--- src/design/sar_pkg.sv ---
// Purpose: shared constants and state encodings for both ends of the converter link
// Assumes: 250 MHz reference clock on each end, 18-bit serial output frame
// Notes:   counts derive from times in their own units
//
// Summary of operation
// - conversion starts on strobe rising edge
// - new result on serial output after strobe falls
// - strobe fall returns device to standby acquisition
// - host clocks result only during standby
// - conversion timed by internal clock, not serial clock
// - automatic self-calibration about 40 ms after power-up
// - after calibration enter low-current standby acquisition
// - recalibration command accepted any time, recalibrates
// - 14-bit results, every code reachable
// - accumulator sums up to 1024 consecutive results
// - accumulated results averaged, up to 18 bits out
// - three-wire link with optional busy indication
package sar_pkg;

  // data widths
  localparam int RES_W        = 14;               // converter resolution
  localparam int OUT_W        = 18;               // serial output word
  localparam int FRAC_W       = OUT_W - RES_W;    // extra bits gained by averaging
  localparam int ACC_LOG2_MAX = 10;               // up to 1024 results summed
  localparam int ACC_W        = RES_W + ACC_LOG2_MAX;
  localparam int LOG2_W       = 4;                // width of accumulation setting
  localparam int BIT_W        = 5;                // serial bit counter
  localparam int CNT_W        = 24;               // long timing counter

  // timing
  localparam int REF_PERIOD_NS = 4;               // 250 MHz reference
  localparam int PWRUP_CAL_MS  = 40;              // wait before auto calibration
  localparam int PWRUP_CYCLES  = PWRUP_CAL_MS * 1000000 / REF_PERIOD_NS;
  localparam int CAL_CYCLES    = 512;             // length of one self-calibration
  localparam int SCLK_HALF     = 4;               // host sclk half period in ref cycles
  localparam int SETTLE_CYCLES = 8;               // strobe low before first sclk edge
  localparam int FIFO_DEPTH    = 16;              // host receive buffer

  // device core states
  typedef enum logic [4:0] {
    DS_PWRUP = 5'h01,                             // waiting after power-up
    DS_CAL   = 5'h02,                             // self-calibration running
    DS_STBY  = 5'h04,                             // standby acquisition
    DS_CONV  = 5'h08,                             // successive approximation
    DS_DONE  = 5'h10                              // done, waiting for strobe low
  } sar_dev_st_t;

  // host sequencer states
  typedef enum logic [6:0] {
    HS_IDLE   = 7'h01,
    HS_RECAL  = 7'h02,
    HS_START  = 7'h04,
    HS_CONV   = 7'h08,
    HS_SETTLE = 7'h10,
    HS_SHIFT  = 7'h20,
    HS_PUSH   = 7'h40
  } sar_host_st_t;

endpackage

--- src/design/sar_link_if.sv ---
// Purpose: three-wire serial link plus busy and recalibration wires
// Assumes: host makes sclk and strobe, device answers on sdo and busy
// Notes:   all wires single driver, no tristate
`timescale 1ns/1ps
interface sar_link_if;
  logic strobe;   // conversion start strobe, host to device
  logic sclk;     // serial clock, host to device, idle low
  logic sdo;      // serial data, device to host
  logic busy;     // power-up wait, calibration or conversion in progress
  logic recal;    // recalibration request level, host to device

  modport dev  (input strobe, input sclk, input recal, output sdo, output busy);
  modport host (output strobe, output sclk, output recal, input sdo, input busy);
endinterface

--- src/design/sar_host_end.sv ---
// Purpose: host end: starts conversions, reads words, buffers them for the user
// Assumes: link signals from the device are asynchronous to ref_clk_i
// Notes:   sclk is divided from ref_clk_i; a conversion starts only with buffer room
`timescale 1ns/1ps
module sar_fifo #(
  parameter int W     = 18,  // word width
  parameter int DEPTH = 16   // number of words
) (
  input  wire logic         clk_i,        // buffer clock
  input  wire logic         resetn_i,     // async reset, active low
  input  wire logic         in_valid_i,   // write request
  output logic              in_ready_o,   // room for a word
  input  wire logic [W-1:0] in_data_i,    // write data
  output logic              out_valid_o,  // word available
  input  wire logic         out_ready_i,  // reader takes the word
  output logic [W-1:0]      out_data_o    // oldest word
);
  localparam int AW = $clog2(DEPTH);

  // pointers carry one wrap bit so full and empty differ
  typedef struct packed {
    logic [DEPTH-1:0][W-1:0] mem;  // storage
    logic [AW:0]             wr;   // write pointer
    logic [AW:0]             rd;   // read pointer
  } sar_fifo_t;

  sar_fifo_t q, n;   // registers and next value
  logic      full;   // no room
  logic      empty;  // nothing stored

  assign full  = (q.wr[AW-1:0] == q.rd[AW-1:0]) && (q.wr[AW] != q.rd[AW]);
  assign empty = (q.wr == q.rd);

  // pointer and storage update
  always_comb begin
    n = q;
    if (in_valid_i && !full) begin
      n.mem[q.wr[AW-1:0]] = in_data_i;
      n.wr                = q.wr + 1'b1;
    end
    if (out_ready_i && !empty) begin
      n.rd = q.rd + 1'b1;
    end
  end

  // buffer registers
  always_ff @(posedge clk_i or negedge resetn_i) begin
    if (!resetn_i) begin
      q <= '0;
    end else begin
      q <= n;
    end
  end

  assign in_ready_o  = ~full;
  assign out_valid_o = ~empty;
  assign out_data_o  = q.mem[q.rd[AW-1:0]];
endmodule

module sar_host_end (
  input  wire logic                     ref_clk_i,    // host clock
  input  wire logic                     resetn_i,     // async reset, active low
  sar_link_if.host                      link,         // serial link to device
  input  wire logic                     conv_req_i,   // pulse: run one conversion
  input  wire logic                     recal_req_i,  // pulse: recalibrate device
  output logic                          idle_o,       // sequencer idle
  output logic                          word_valid_o, // buffered word available
  input  wire logic                     word_ready_i, // user takes the word
  output logic [sar_pkg::OUT_W-1:0]     word_data_o   // oldest buffered word
);
  import sar_pkg::*;

  // all sequencer state
  typedef struct packed {
    sar_host_st_t     st;        // sequencer state
    logic [1:0]       busy_sync; // busy synchroniser
    logic [1:0]       sdo_sync;  // data synchroniser
    logic [7:0]       cnt;       // settle and half-period timer
    logic [BIT_W-1:0] bitcnt;    // bits taken
    logic [OUT_W-1:0] shreg;     // received word
    logic             sclk;      // serial clock wire
    logic             strobe;    // conversion start wire
    logic             recal;     // recalibration wire
    logic             conv_pend; // conversion asked for
    logic             recal_pend;// recalibration asked for
    logic             idle;      // idle flag
  } sar_host_t;

  sar_host_t q, n;       // registers and next value
  logic      fifo_room;  // buffer can take a word
  logic      push;       // word offered to buffer

  assign push = q.st == HS_PUSH;

  // sequencer next state
  always_comb begin
    logic busy_s;
    logic take_conv;
    logic take_recal;
    busy_s     = q.busy_sync[1];
    take_conv  = 1'b0;
    take_recal = 1'b0;
    n          = q;
    n.busy_sync = {q.busy_sync[0], link.busy};
    n.sdo_sync  = {q.sdo_sync[0], link.sdo};
    case (q.st)
      HS_IDLE: begin
        // wait out power-up calibration; recal goes first
        if (q.recal_pend && !busy_s) begin
          n.st       = HS_RECAL;
          n.recal    = 1'b1;
          take_recal = 1'b1;
        end else if (q.conv_pend && !busy_s && fifo_room) begin
          n.st      = HS_START;
          n.strobe  = 1'b1;
          take_conv = 1'b1;
        end
      end
      HS_RECAL: begin
        // hold the request until the device shows busy
        if (busy_s) begin
          n.st    = HS_IDLE;
          n.recal = 1'b0;
        end
      end
      HS_START: begin
        if (busy_s) begin
          n.st = HS_CONV;
        end
      end
      HS_CONV: begin
        // lower the strobe once conversion is over
        if (!busy_s) begin
          n.st     = HS_SETTLE;
          n.strobe = 1'b0;
          n.cnt    = '0;
        end
      end
      HS_SETTLE: begin
        // lets the device readout leave reset before sclk moves
        n.cnt = q.cnt + 1'b1;
        if (q.cnt == 8'(SETTLE_CYCLES - 1)) begin
          n.st     = HS_SHIFT;
          n.cnt    = '0;
          n.bitcnt = '0;
        end
      end
      HS_SHIFT: begin
        // device drives on rising edge, host samples before falling edge
        n.cnt = q.cnt + 1'b1;
        if (q.cnt == 8'(SCLK_HALF - 1)) begin
          n.cnt = '0;
          if (!q.sclk) begin
            n.sclk = 1'b1;
          end else begin
            n.sclk   = 1'b0;
            n.shreg  = {q.shreg[OUT_W-2:0], q.sdo_sync[1]};
            n.bitcnt = q.bitcnt + 1'b1;
            if (q.bitcnt == BIT_W'(OUT_W - 1)) begin
              n.st = HS_PUSH;
            end
          end
        end
      end
      HS_PUSH: begin
        // room was checked before the start, so this takes one cycle
        if (fifo_room) begin
          n.st = HS_IDLE;
        end
      end
      default: begin
        n.st = HS_IDLE;
      end
    endcase
    // a new request in the take cycle is kept: set wins
    n.conv_pend  = (q.conv_pend & ~take_conv) | conv_req_i;
    n.recal_pend = (q.recal_pend & ~take_recal) | recal_req_i;
    n.idle       = (n.st == HS_IDLE);
  end

  // sequencer registers
  always_ff @(posedge ref_clk_i or negedge resetn_i) begin
    if (!resetn_i) begin
      q      <= '0;
      q.st   <= HS_IDLE;
      q.idle <= 1'b1;
    end else begin
      q <= n;
    end
  end

  // receive buffer; back-pressure stops new conversions when full
  sar_fifo #(
    .W     (OUT_W),
    .DEPTH (FIFO_DEPTH)
  ) u_fifo (
    .clk_i       (ref_clk_i),
    .resetn_i    (resetn_i),
    .in_valid_i  (push),
    .in_ready_o  (fifo_room),
    .in_data_i   (q.shreg),
    .out_valid_o (word_valid_o),
    .out_ready_i (word_ready_i),
    .out_data_o  (word_data_o)
  );

  assign link.sclk   = q.sclk;
  assign link.strobe = q.strobe;
  assign link.recal  = q.recal;
  assign idle_o      = q.idle;

endmodule

--- src/flat_wrapper.sv ---
// flat-port wrapper written by rule: the top's interface ports become plain ports
module sar_host_end_flat import sar_pkg::*;
  (ref_clk_i, resetn_i, conv_req_i, recal_req_i, idle_o, word_valid_o, word_ready_i, word_data_o, link_strobe, link_sclk, link_recal, link_sdo, link_busy);
  sar_link_if link_i ();
  input  wire logic ref_clk_i;
  input  wire logic resetn_i;
  input  wire logic conv_req_i;
  input  wire logic recal_req_i;
  output logic idle_o;
  output logic word_valid_o;
  input  wire logic word_ready_i;
  output logic [sar_pkg::OUT_W-1:0] word_data_o;
  output wire logic [$bits(link_i.strobe)-1:0] link_strobe;
  output wire logic [$bits(link_i.sclk)-1:0] link_sclk;
  output wire logic [$bits(link_i.recal)-1:0] link_recal;
  input wire logic [$bits(link_i.sdo)-1:0] link_sdo;
  input wire logic [$bits(link_i.busy)-1:0] link_busy;
  assign link_strobe = link_i.strobe;
  assign link_sclk = link_i.sclk;
  assign link_recal = link_i.recal;
  assign link_i.sdo = link_sdo;
  assign link_i.busy = link_busy;
  sar_host_end u_core (.ref_clk_i(ref_clk_i), .resetn_i(resetn_i), .link(link_i), .conv_req_i(conv_req_i), .recal_req_i(recal_req_i), .idle_o(idle_o), .word_valid_o(word_valid_o), .word_ready_i(word_ready_i), .word_data_o(word_data_o));
endmodule
--- config.mk ---
export PLATFORM = sky130hd
export DESIGN_NAME = sar_host_end_flat
export DESIGN_NICKNAME = d
export VERILOG_FILES = /design/src/design/sar_pkg.sv /design/src/design/sar_link_if.sv /design/src/design/sar_host_end.sv /design/src/flat_wrapper.sv
export SDC_FILE = /design/constraint.sdc
export NUM_CORES = 1
export LEC_CHECK = 0
export BUFFER_PORTS_ARGS = -buffer_cell sky130_fd_sc_hd__clkbuf_2
export CORE_MARGIN = 2
export CORE_UTILIZATION = 52
export CTS_CLUSTER_DIAMETER = 30
export DETAILED_ROUTE_END_ITERATION = 12
export PLACE_DENSITY = 0.75
export REMOVE_ABC_BUFFERS = 1
export SLEW_MARGIN = 20
export SYNTH_ARGS = -nofsm -noshare
export SYNTH_HDL_FRONTEND = slang
export SYNTH_SLANG_ARGS = --single-unit
--- constraint.sdc ---
create_clock -name ref_clk_i -period 2.64 [get_ports ref_clk_i]
set_input_delay 0.264 -clock ref_clk_i [delete_from_list [all_inputs] [get_ports ref_clk_i]]
set_output_delay 0.264 -clock ref_clk_i [all_outputs]
set_load 0.05 [all_outputs]
# Word level (Yosys, flattened, before mapping)
# Index checks and enable logic that the tools add are counted.
# totals
word_cells	122
ff_bits	346
out_inout_bits	23
in_bits	7
# op_classes
n_eq_ne	22
addsub	4
n_reduce_logical	20
n_mux	35
n_bitwise	8
order_cmp	3
# ops
cell	n
bitwise mux 288 bit	1
binary-select mux 18 bit (select 4 bit)	1
demux 18 bit (select 4 bit)	1
two-way mux 7 bit	10
case mux 7 bit (7 select lines)	1
two-way mux 18 bit	2
two-way mux 32 bit	1
case mux 8 bit (3 select lines)	1
two-way mux 23 bit	1
adder 5 x 1 -> 5 bit, second input constant	3
== test 7 x 1 -> 1 bit, second input constant	2
two-way mux 13 bit	1
!= test 2 x 1 -> 1 bit, second input constant	6
two-way mux 1 bit	11
less-than comparator 4 x 5 -> 1 bit, second input constant	2
case mux 5 bit (2 select lines)	1
adder 8 x 1 -> 8 bit, second input constant	1
== test 8 x 2 -> 1 bit, second input constant	1
== test 8 x 3 -> 1 bit, second input constant	1
two-way mux 8 bit	1
AND reduction 4 bit	2
== test 7 x 2 -> 1 bit, second input constant	1
== test 7 x 3 -> 1 bit, second input constant	1
== test 7 x 4 -> 1 bit, second input constant	1
other kinds (19)	38

# Logic depth before layout (Yosys ltp)
# Gate-level depths: netlist of the first run.
# logic_depth
depth_word	10
mapped_depth	9
mapped_depth_nobuf	6

# Cells and area by module
# From an unflattened synthesis of the first run, not the netlist that was laid out.
# unflattened
hier_cells	1104
hier_area_um2	16653.5
# modules_own_cells
mod	cells_per_inst	n_inst	area_per_inst_um2	seq_area_each_um2
sar_fifo	893	1	14258.7	7457.2
sar_host_end	211	1	2394.8	1203.7

# Worst setup path after synthesis of the first run
# No wires, ideal clock.
# synth_timing
kind	register to output
start	register u_core.u_fifo.q[0] in the netlist's numbering
end	output port word_data_o[0] in the netlist's numbering
n_path_buf	2
setup_slack_ns	-0.131
stages_incl_launch_ff	5
required_time_ns	2.376
arrival_time_ns	2.507
path_cell_list	dfrtp_1 > buf_1 > buf_1 > mux4_2 > mux4_2
# synth_between
elab_chain_len	2
# synth_rtl
element	line_no	rtl
start, declared	sar_host_end.sv:27	sar_fifo_t q, n;
start signal, assigned	sar_host_end.sv:51	q <= n;
binary-select mux 18 bit (select 4 bit)	sar_host_end.sv:57	assign out_data_o = q.mem[q.rd[AW-1:0]];
two-way mux 18 bit (implied by the code)	sar_host_end.sv:57	
end, declared	flat_wrapper.sv:12	output logic [sar_pkg::OUT_W-1:0] word_data_o;
# Every way passes these cells. The select of a mux whose other input is x is not followed.

# Final worst setup path of the first run
# layout_timing
start	register u_core.u_fifo.q[0] in the netlist's numbering
end	output port word_data_o[1] in the netlist's numbering
# Same word-level chain as after synthesis.

==> flow_summary.ini, run 1 <==
[route]
dr.pass1.iters = 5
drtAntennaViolNets = 0
routed.top_layer = met4
wl_met2_um = 18200
wl_per_cell_um = 23.2
drc = 0
routed_via_density = 5.97
met1_length_um = 16000
drtIter0Drc = 625
drt-total-wl_um = 37200
num_vias = 9546
wl_met3_um = 1860

[sta]
layout_setup_ws_ns = -0.216
finalClockSkew_ns = 0.0299
fin_crit_sh = 1.08
slew_viol_final = 0
min_period_ns = 2.86
fmax_mhz = 350
rsz0062_at_grt = true
hold_violations = 0
fin_hold_ws_ns = 0.179
max_slew_margin = 0.397
setup_viol = 18
worst_slew_pin_slew_ns = 0.896

[clocking]
numCtsBuffers = 71
clk_latency_ns = 0.57
cts_buffer_depth = 3
cts_tree = yes
clock-sinks = 346
clk_pin_slew_ns = 0.04
cts_root_buffer = clkbuf_16
cts-htree-levels = 3

[global_route]
grt_max_degree = 84
grt_pass1_wl_um = 60200
antenna_found_initial = 0
grt_usage = 0.239
grt_overflow = 0
first_global_vias = 10600

[run]
drv_cap = 0

[setup_path]
cp-end-kind = output pin
crit_chain = buf_12 -> buf_6 -> mux4_2 -> mux4_2 -> clkbuf_8
reg2reg_setup_slack_ns = 0.11
crit_fanout = 8
startpoint_type = register
critPathMostFrequentCell = mux4_2
crit_arrival_ns = 2.59
crit_type = register to output pin
worst_path_max_delay_cell = mux4_2
worstPathRequired_ns = 2.38
critPathMaxStageDelay_ns = 0.53

[placed_design]
place_ws_ns = 0.100
io_buffers = 29
dpl.hpwl_um = 21400
place_congestion = 0.801
placed_area_sq_mm = 0.0171

[power_and_ir_drop]
ir_drop_uv = 557
p_int_mw = 13.0
power_switching_mw = 4.55
p_leak_nw = 9.75
power_frac_seq = 0.314
switching_share = 0.259
power_density_mw_per_mm2 = 875
pwr-share-comb = 0.147
pwr-share-clk = 0.538

[run_status]
status = complete, but fails checks
violations = negative setup slack

[yosys]
synthXorXnorAreaFrac = 0.00928
yosysTopAreaCellShare = 0.537
yosysUniqueCellTypes = 64
yosysTopAreaCell = dfrtp_1
ys_top_cells_by_count = dfrtp_1 (344), mux2_2 (244), mux4_2 (90), nand2_1 (76), mux2_4 (40)
synth_compound_area_frac = 0.0220
ys_top_cells_by_area = dfrtp_1 (54%), mux2_2 (17%), mux4_2 (13%)
synth.avg_cell_area_sq_um = 15.4
synthCells = 1043
synth_top_family_by_area = multiplexers
muxShareOfSynthArea = 0.339
synth_simple_gate_area_frac = 0.0580
yosysSeqAreaShare = 0.540
yosysMostFrequentCell = dfrtp_1
synth_warnings = 0
ys.flop_type = dfrtp_1
async_reset_ff_frac = 1.00
synthAdderAreaFrac = 0.00624
ys_ff_latch = 346
synth_edf_count = 0
synthesis.area_sq_mm = 0.0160

[cells_and_area]
num-nets-final = 1162
antenna_cells = 0
syn2layout_area_growth_pct = 25.2
fillers = 2007
layout-drive-gt1-share = 0.518
postLayoutCellArea_sq_mm = 0.0201

[min_path]
hp-class = input pin to register

[die]
start_util = 0.526
core_area_sq_mm = 0.0305
row_count = 64
die_h_um = 180
pin_count = 30
die-area_sq_mm = 0.0323
die_w_um = 180
layer usage:
layer,global-route usage,vias up
li1,-,4106
met1,0.318,5097
met2,0.380,255
met3,0.0541,88
met4,0.106,0
met5,0,-
state kept, by name (all words and copies together) (netlist names):
register,cells
u_core.link.sclk,1
u_core.idle_o,1
u_core.n,2
u_core.link.recal,1
u_core.link.strobe,1
u_core.u_fifo.q,298
u_core.q,42
cells in the final DEF, fill, tap and decap left out, types with 9 or more instances in the layout:
master / count
clkbuf_16: 76
mux2_2: 244
nor3_1: 9
clkbuf_8: 17
nand2_1: 76
mux4_2: 90
bufinv_16: 10
clkbuf_2: 10
mux2_4: 40
o21ai_0: 16
xnor2_1: 12
buf_12: 25
nand3_1: 9
nor2_1: 12
buf_4: 38
dfrtp_1: 341
buf_8: 12
power groups by stage:
stage / clock network, mW / logic (mW) / registers [mW]
after CTS: 9.55 / 2.63 / 5.52
after detailed placement: 0 / 2.22 / 5.65
after global routing: 9.86 / 2.76 / 5.53
after global placement: 0 / 2.19 / 5.65
after floorplan: 0 / 0.889 / 6.14
final: 9.46 / 2.59 / 5.52
per-stage QoR:
step	TNS [ns]	power (mW)	utilization	instances
floorplan	-748.39	7.03	-	971
global placement	0	7.84	0.560	1456
detailed placement	0	7.87	0.560	1456
CTS	-4.06	17.7	0.657	1600
global route	-4.16	18.2	0.658	1600
finish	-3.18	17.6	0.658	1600
worst paths after layout:
check,end,depth (start not counted),start
worst max-delay path,word_data_o[1],5,u_core.u_fifo.q[0]$_DFFE_PN0P_
worst min-delay path,u_core.u_fifo.q[0]$_DFFE_PN0P_,3,word_ready_i
worst max register to register,u_core.u_fifo.q[139]$_DFFE_PN0P_,6,u_core.q[43]$_DFF_PN0_
worst min register to register,u_core.q[38]$_DFF_PN0_,0,u_core.n[38]$_DFF_PN0_
max in group asynchronous,u_core.u_fifo.q[0]$_DFFE_PN0P_,3,resetn_i
min in group asynchronous,u_core.u_fifo.q[158]$_DFFE_PN0P_,2,resetn_i
worst max-delay path: cells and delay by family, from the launching register on:
family	cells	cell delay, ns
flops	1	0.42
buf+inv	3	0.54
mux	2	1.06
timing repair:
item                       CTS  global route
hold buffers                 5             0
setup endpoints to repair   18            24
gates resized for setup     42            15
hold endpoints to repair    67             0
pin swaps                    0             0
cloned                       3             2
buffers inserted             6             0
layout make-up:
class	instances	area (sq um)	area share
flip-flops and latches	346	8670	0.432
multi-input cells	617	6980	0.347
clock buffers	89	2000	0.0995
repair buffers	103	1320	0.0656
clock inverters	41	591	0.0294
well taps	396	495	0.0247
inverters	8	30.0	0.00150
logic make-up after synthesis:
logic type / Yosys count
buffers and inverters: 80
AOI/OAI and AO/OA: 51
xor gates and xnor gates: 17
and+or+nand+nor: 161
adders and majority gates: 8
muxes: 380
DFF: 346
Power figures use the tool's default switching activity.
==> run 2: changes to the inputs <==
--- a/config.mk
+++ b/config.mk
@@ -10,7 +10,7 @@
 export CORE_UTILIZATION = 52
 export CTS_CLUSTER_DIAMETER = 30
 export DETAILED_ROUTE_END_ITERATION = 12
-export PLACE_DENSITY = 0.75
+export PLACE_DENSITY = 0.72
 export REMOVE_ABC_BUFFERS = 1
 export SLEW_MARGIN = 20
 export SYNTH_ARGS = -nofsm -noshare
==> constraint.sdc (replaced) <==
create_clock -name ref_clk_i -period 3.22 [get_ports ref_clk_i]
set_input_delay 0.322 -clock ref_clk_i [delete_from_list [all_inputs] [get_ports ref_clk_i]]
set_output_delay 0.322 -clock ref_clk_i [all_outputs]
set_load 0.1 [all_outputs]
==> run 2 against run 1 <==
The run now ends clean. Sequential share of layout area up 1.5 points. Clock power down 16%. Die area unchanged. Final area down 3.3%. Register-to-register slack better by 0.19 ns. Total power down 18%. Via count down 2.1%. Clock skew down 0.013 ns. Final cell count down 2.1%. Critical endpoint is now word_data_o[5]. Largest power group unchanged. Highest routed layer unchanged.
==> flow_summary.ini, run 2 (synthesis gave the netlist of run 1 again) <==
[run_status]
status = finished, final reports clean

[clocking]
numCtsBuffers = 77
clk_pin_slew_ns = 0.04
cts-htree-levels = 3
cts_buffer_depth = 3
cts_tree = yes
cts_root_buffer = clkbuf_16
clock-sinks = 346
clk_latency_ns = 0.56

[route]
wl_per_cell_um = 22.8
drtIter0Drc = 653
routed_via_density = 5.96
drc = 0
dr.pass1.iters = 5
num_vias = 9341
drt-total-wl_um = 35700
drtAntennaViolNets = 0

[sta]
finalClockSkew_ns = 0.0171
hold_violations = 0
worst_slew_pin_slew_ns = 0.904
min_period_ns = 3.14
fin_crit_sh = 0.974
setup_tns_ns = 0
rsz0062_at_grt = false
setup_viol = 0
fmax_mhz = 319
max_slew_margin = 0.391
slew_viol_final = 0

[cells_and_area]
final_common_cell = dfrtp_1
final_cell_mix = dfrtp_1 (341), mux2_2 (244), mux4_2 (90)
regMostFlops = u_core.u_fifo.q
syn2layout_area_growth_pct = 21.0
layout-drive-gt1-share = 0.498
largest_reg_flops = 298
fin_util = 0.636
antenna_cells = 0
num-nets-final = 1129

[die]
start_util = 0.526
pin_count = 30
die-area_sq_mm = 0.0323
die_h_um = 180
row_count = 64
core_area_sq_mm = 0.0305
die_w_um = 180

[global_route]
grt_overflow = 0
grt_usage = 0.227
first_global_vias = 10000
grt_max_degree = 95
grt_pass1_wl_um = 57400
antenna_found_initial = 0

[placed_design]
place_congestion = 0.778
io_buffers = 29
dpl.hpwl_um = 19600

[min_path]
hp-class = input pin to register

[power_and_ir_drop]
p_leak_nw = 9.45
power_density_mw_per_mm2 = 740
ir_drop_uv = 589

[setup_path]
crit_arrival_ns = 2.82
worstPathRequired_ns = 2.90
cp-end-kind = output pin
crit_type = register to output pin
startpoint_type = register
crit_fanout = 41

[run]
drv_cap = 0
run 2: routing by layer:
metal,share of wire,GRT usage
met5,0,0
met3,0.040,0.0442
met4,0.018,0.0686
met2,0.49,0.370
met1,0.45,0.312
run 2: final cells by class:
class                           count  area [sq um]
Fill cell                        2141         11100
Sequential cell                   346          8670
Multi-Input combinational cell    617          6970
Clock buffer                      105          2260
Timing Repair Buffer               64           566
Tap cell                          396           495
Clock inverter                     30           419
Inverter                            8          30.0
run 2: repair_timing:
action	4_1_cts	5_1_grt
cloned	0	0
endpoints found under the hold margin	93	0
hold buffers	5	0
setup endpoints to repair	1	5
setup buffers	0	1
resized for setup	1	4
run 2: power breakdown:
group          switching, mW  internal [mW]  total, mW
logic                   1.05          0.701       1.75
clock network           2.35           5.64       7.99
registers              0.178           4.46       4.63
run 2: worst paths after layout:
path	startpoint	endpoint	slack, ns	depth (start not counted)
min reg2reg	u_core.n[38]$_DFF_PN0_	u_core.q[38]$_DFF_PN0_	0.35	0
min	word_ready_i	u_core.u_fifo.q[0]$_DFFE_PN0P_	0.27	3
max	u_core.u_fifo.q[0]$_DFFE_PN0P_	word_data_o[5]	0.08	4
min in group asynchronous	resetn_i	u_core.u_fifo.q[194]$_DFFE_PN0P_	0.39	2
max in group asynchronous	resetn_i	u_core.idle_o$_DFF_PN1_	1.91	3
max reg2reg	u_core.q[43]$_DFF_PN0_	u_core.u_fifo.q[153]$_DFFE_PN0P_	0.30	7
run 2: per-stage QoR:
| stage | setup WS (ns) | power [mW] | cells | instance area [sq um] | hold slack (ns) |
|---|---|---|---|---|---|
| after floorplan | -2.07 | 5.84 | 971 | 15700 | 0.0264 |
| after global placement | 0.384 | 6.43 | 1425 | 16700 | 0.338 |
| after detailed placement | 0.330 | 6.44 | 1425 | 16700 | 0.338 |
| after CTS | 0.00399 | 14.5 | 1565 | 19400 | 0.247 |
| after global routing | 0.00488 | 14.9 | 1566 | 19400 | 0.287 |
| final | 0.0827 | 14.4 | 1566 | 19400 | 0.266 |
run 2: critical path, stage by stage (launching register included):
cell and delay, ns:
dfrtp_4 0.43, buf_12 0.30, mux4_2 0.56, mux4_2 0.51, clkbuf_2 0.39
==> run 3: changes to the inputs <==
--- a/config.mk
+++ b/config.mk
@@ -12,6 +12,7 @@
 export DETAILED_ROUTE_END_ITERATION = 12
 export PLACE_DENSITY = 0.72
 export REMOVE_ABC_BUFFERS = 1
+export SKIP_CTS_REPAIR_TIMING = 1
 export SLEW_MARGIN = 20
 export SYNTH_ARGS = -nofsm -noshare
 export SYNTH_HDL_FRONTEND = slang
==> constraint.sdc (replaced) <==
create_clock -name ref_clk_i -period 3.81 [get_ports ref_clk_i]
set_input_delay 0.762 -clock ref_clk_i [delete_from_list [all_inputs] [get_ports ref_clk_i]]
set_output_delay 0.762 -clock ref_clk_i [all_outputs]
set_load 0.1 [all_outputs]
==> run 3 against run 2 <==
Total power is 14% lower. Highest routed layer unchanged. Critical path type unchanged. Clock skew is 0.0074 ns higher. Largest power group unchanged. Die area stayed put. Largest cell class unchanged.
==> flow_summary.ini, run 3 (synthesis gave the netlist of run 1 again) <==
[run_status]
status = finished, final reports clean

[cells_and_area]
largest_reg_flops = 298
postLayoutCellArea_sq_mm = 0.0195
final_cell_mix = dfrtp_1 (341), mux2_2 (244), mux4_2 (90)
syn2layout_area_growth_pct = 21.6
layout-drive-gt1-share = 0.508
num-nets-final = 1133
final_common_cell = dfrtp_1
regMostFlops = u_core.u_fifo.q
antenna_cells = 0

[clocking]
cts_root_buffer = clkbuf_16
cts_tree = yes
clk_latency_ns = 0.58
cts_buffer_depth = 3
numCtsBuffers = 77
clock-sinks = 346
cts-htree-levels = 3
clk_pin_slew_ns = 0.05

[die]
core_area_sq_mm = 0.0305
pin_count = 30
die_h_um = 180
die-area_sq_mm = 0.0323
row_count = 64
start_util = 0.526
die_w_um = 180

[route]
drt-total-wl_um = 36400
routed.top_layer = met4
wl_per_cell_um = 23.1
met1_length_um = 16700
drc = 0
drtIter0Drc = 777
routed_via_density = 5.93
wl_met2_um = 17500
dr.pass1.iters = 7
wl_met3_um = 1450
num_vias = 9364
drtAntennaViolNets = 0

[power_and_ir_drop]
power_switching_mw = 3.16
power_frac_seq = 0.320
power_density_mw_per_mm2 = 636
pwr-share-clk = 0.556
p_int_mw = 9.23
power_mw = 12.4
switching_share = 0.255
pwr-share-comb = 0.123
p_leak_nw = 9.52
ir_drop_uv = 384

[sta]
slew_viol_final = 0
max_slew_margin = 0.405
fmax_mhz = 269
min_period_ns = 3.72
setup_viol = 0
rsz0062_at_grt = false
hold_violations = 0
worst_slew_pin_slew_ns = 0.893
finalClockSkew_ns = 0.0245
fin_crit_sh = 0.977

[setup_path]
worst_path_max_delay_cell = dfrtp_4
crit_arrival_ns = 2.96
critPathMostFrequentCell = mux4_2
crit_type = register to output pin
reg2reg_setup_slack_ns = 0.49
timing.rr.end = u_core.u_fifo.q[185]$_DFFE_PN0P_
crit_family = multiplexers
crit_path_end = word_data_o[7]
crit_chain = buf_4 -> mux4_2 -> mux4_2 -> clkbuf_2
critPathMaxStageDelay_ns = 0.83
rr_worst_depth = 6
r2r-start = u_core.q[43]$_DFF_PN0_
startpoint_type = register
cp.depth = 4
worstPathRequired_ns = 3.05
crit_fanout = 37
cp-end-kind = output pin
crit_start = u_core.u_fifo.q[1]$_DFFE_PN0P_
crit_buf_inv = 2

[global_route]
grt_pass1_wl_um = 58600
first_global_vias = 10100
antenna_found_initial = 0
grt_max_degree = 92
grt_overflow = 0
grt_usage = 0.233

[placed_design]
place_congestion = 0.810
io_buffers = 29
placed_area_sq_mm = 0.0166
dpl.hpwl_um = 20100

[min_path]
hp-class = input pin to async pin

[run]
drv_cap = 0
## run 3: routing by layer
metal	GRT usage	vias to the layer above
li1	-	4071
met4	0.0810	0
met1	0.333	5016
met5	0	-
met2	0.362	216
met3	0.0417	61
## run 3: final cells by class
cell class	instances	area, sq um
clock buffers	106	2240
clock inverters	37	527
fillers	2158	11000
inverters	8	30.0
multi-input cells	617	6970
flip-flops and latches	346	8670
well taps	396	495
repair buffers	68	568
## run 3: worst min-delay path by stage
stage,slack [ns],end
after floorplan,0.33,u_core.q[38]$_DFF_PN0_
after global placement,0.34,u_core.q[38]$_DFF_PN0_
after detailed placement,0.34,u_core.q[38]$_DFF_PN0_
after CTS,0.10,u_core.u_fifo.q[68]$_DFFE_PN0P_
after global routing,0.11,u_core.u_fifo.q[85]$_DFFE_PN0P_
final,0.1,u_core.u_fifo.q[85]$_DFFE_PN0P_
## run 3: per-stage QoR
stage | setup TNS [ns] | setup slack (ns) | util | cells | hold WS, ns
floorplan | -381.31 | -1.48 | - | 971 | 0.331
global placement | 0 | 0.465 | 0.546 | 1426 | 0.335
detailed placement | 0 | 0.471 | 0.546 | 1426 | 0.337
CTS | -1.16 | -0.130 | 0.636 | 1569 | 0.101
global route | 0 | 0.0414 | 0.639 | 1578 | 0.114
finish | 0 | 0.0888 | 0.639 | 1578 | 0.0998
## run 3: power by group through the flow
stage               Clock (mW)  Sequential (mW)  Combinational [mW]
CTS                       6.99             4.02                1.40
floorplan                    0             4.31               0.630
finish                    6.89             3.97                1.53
global route              7.18             3.98                1.65
global placement             0             4.07                1.39
detailed placement           0             4.08                1.40
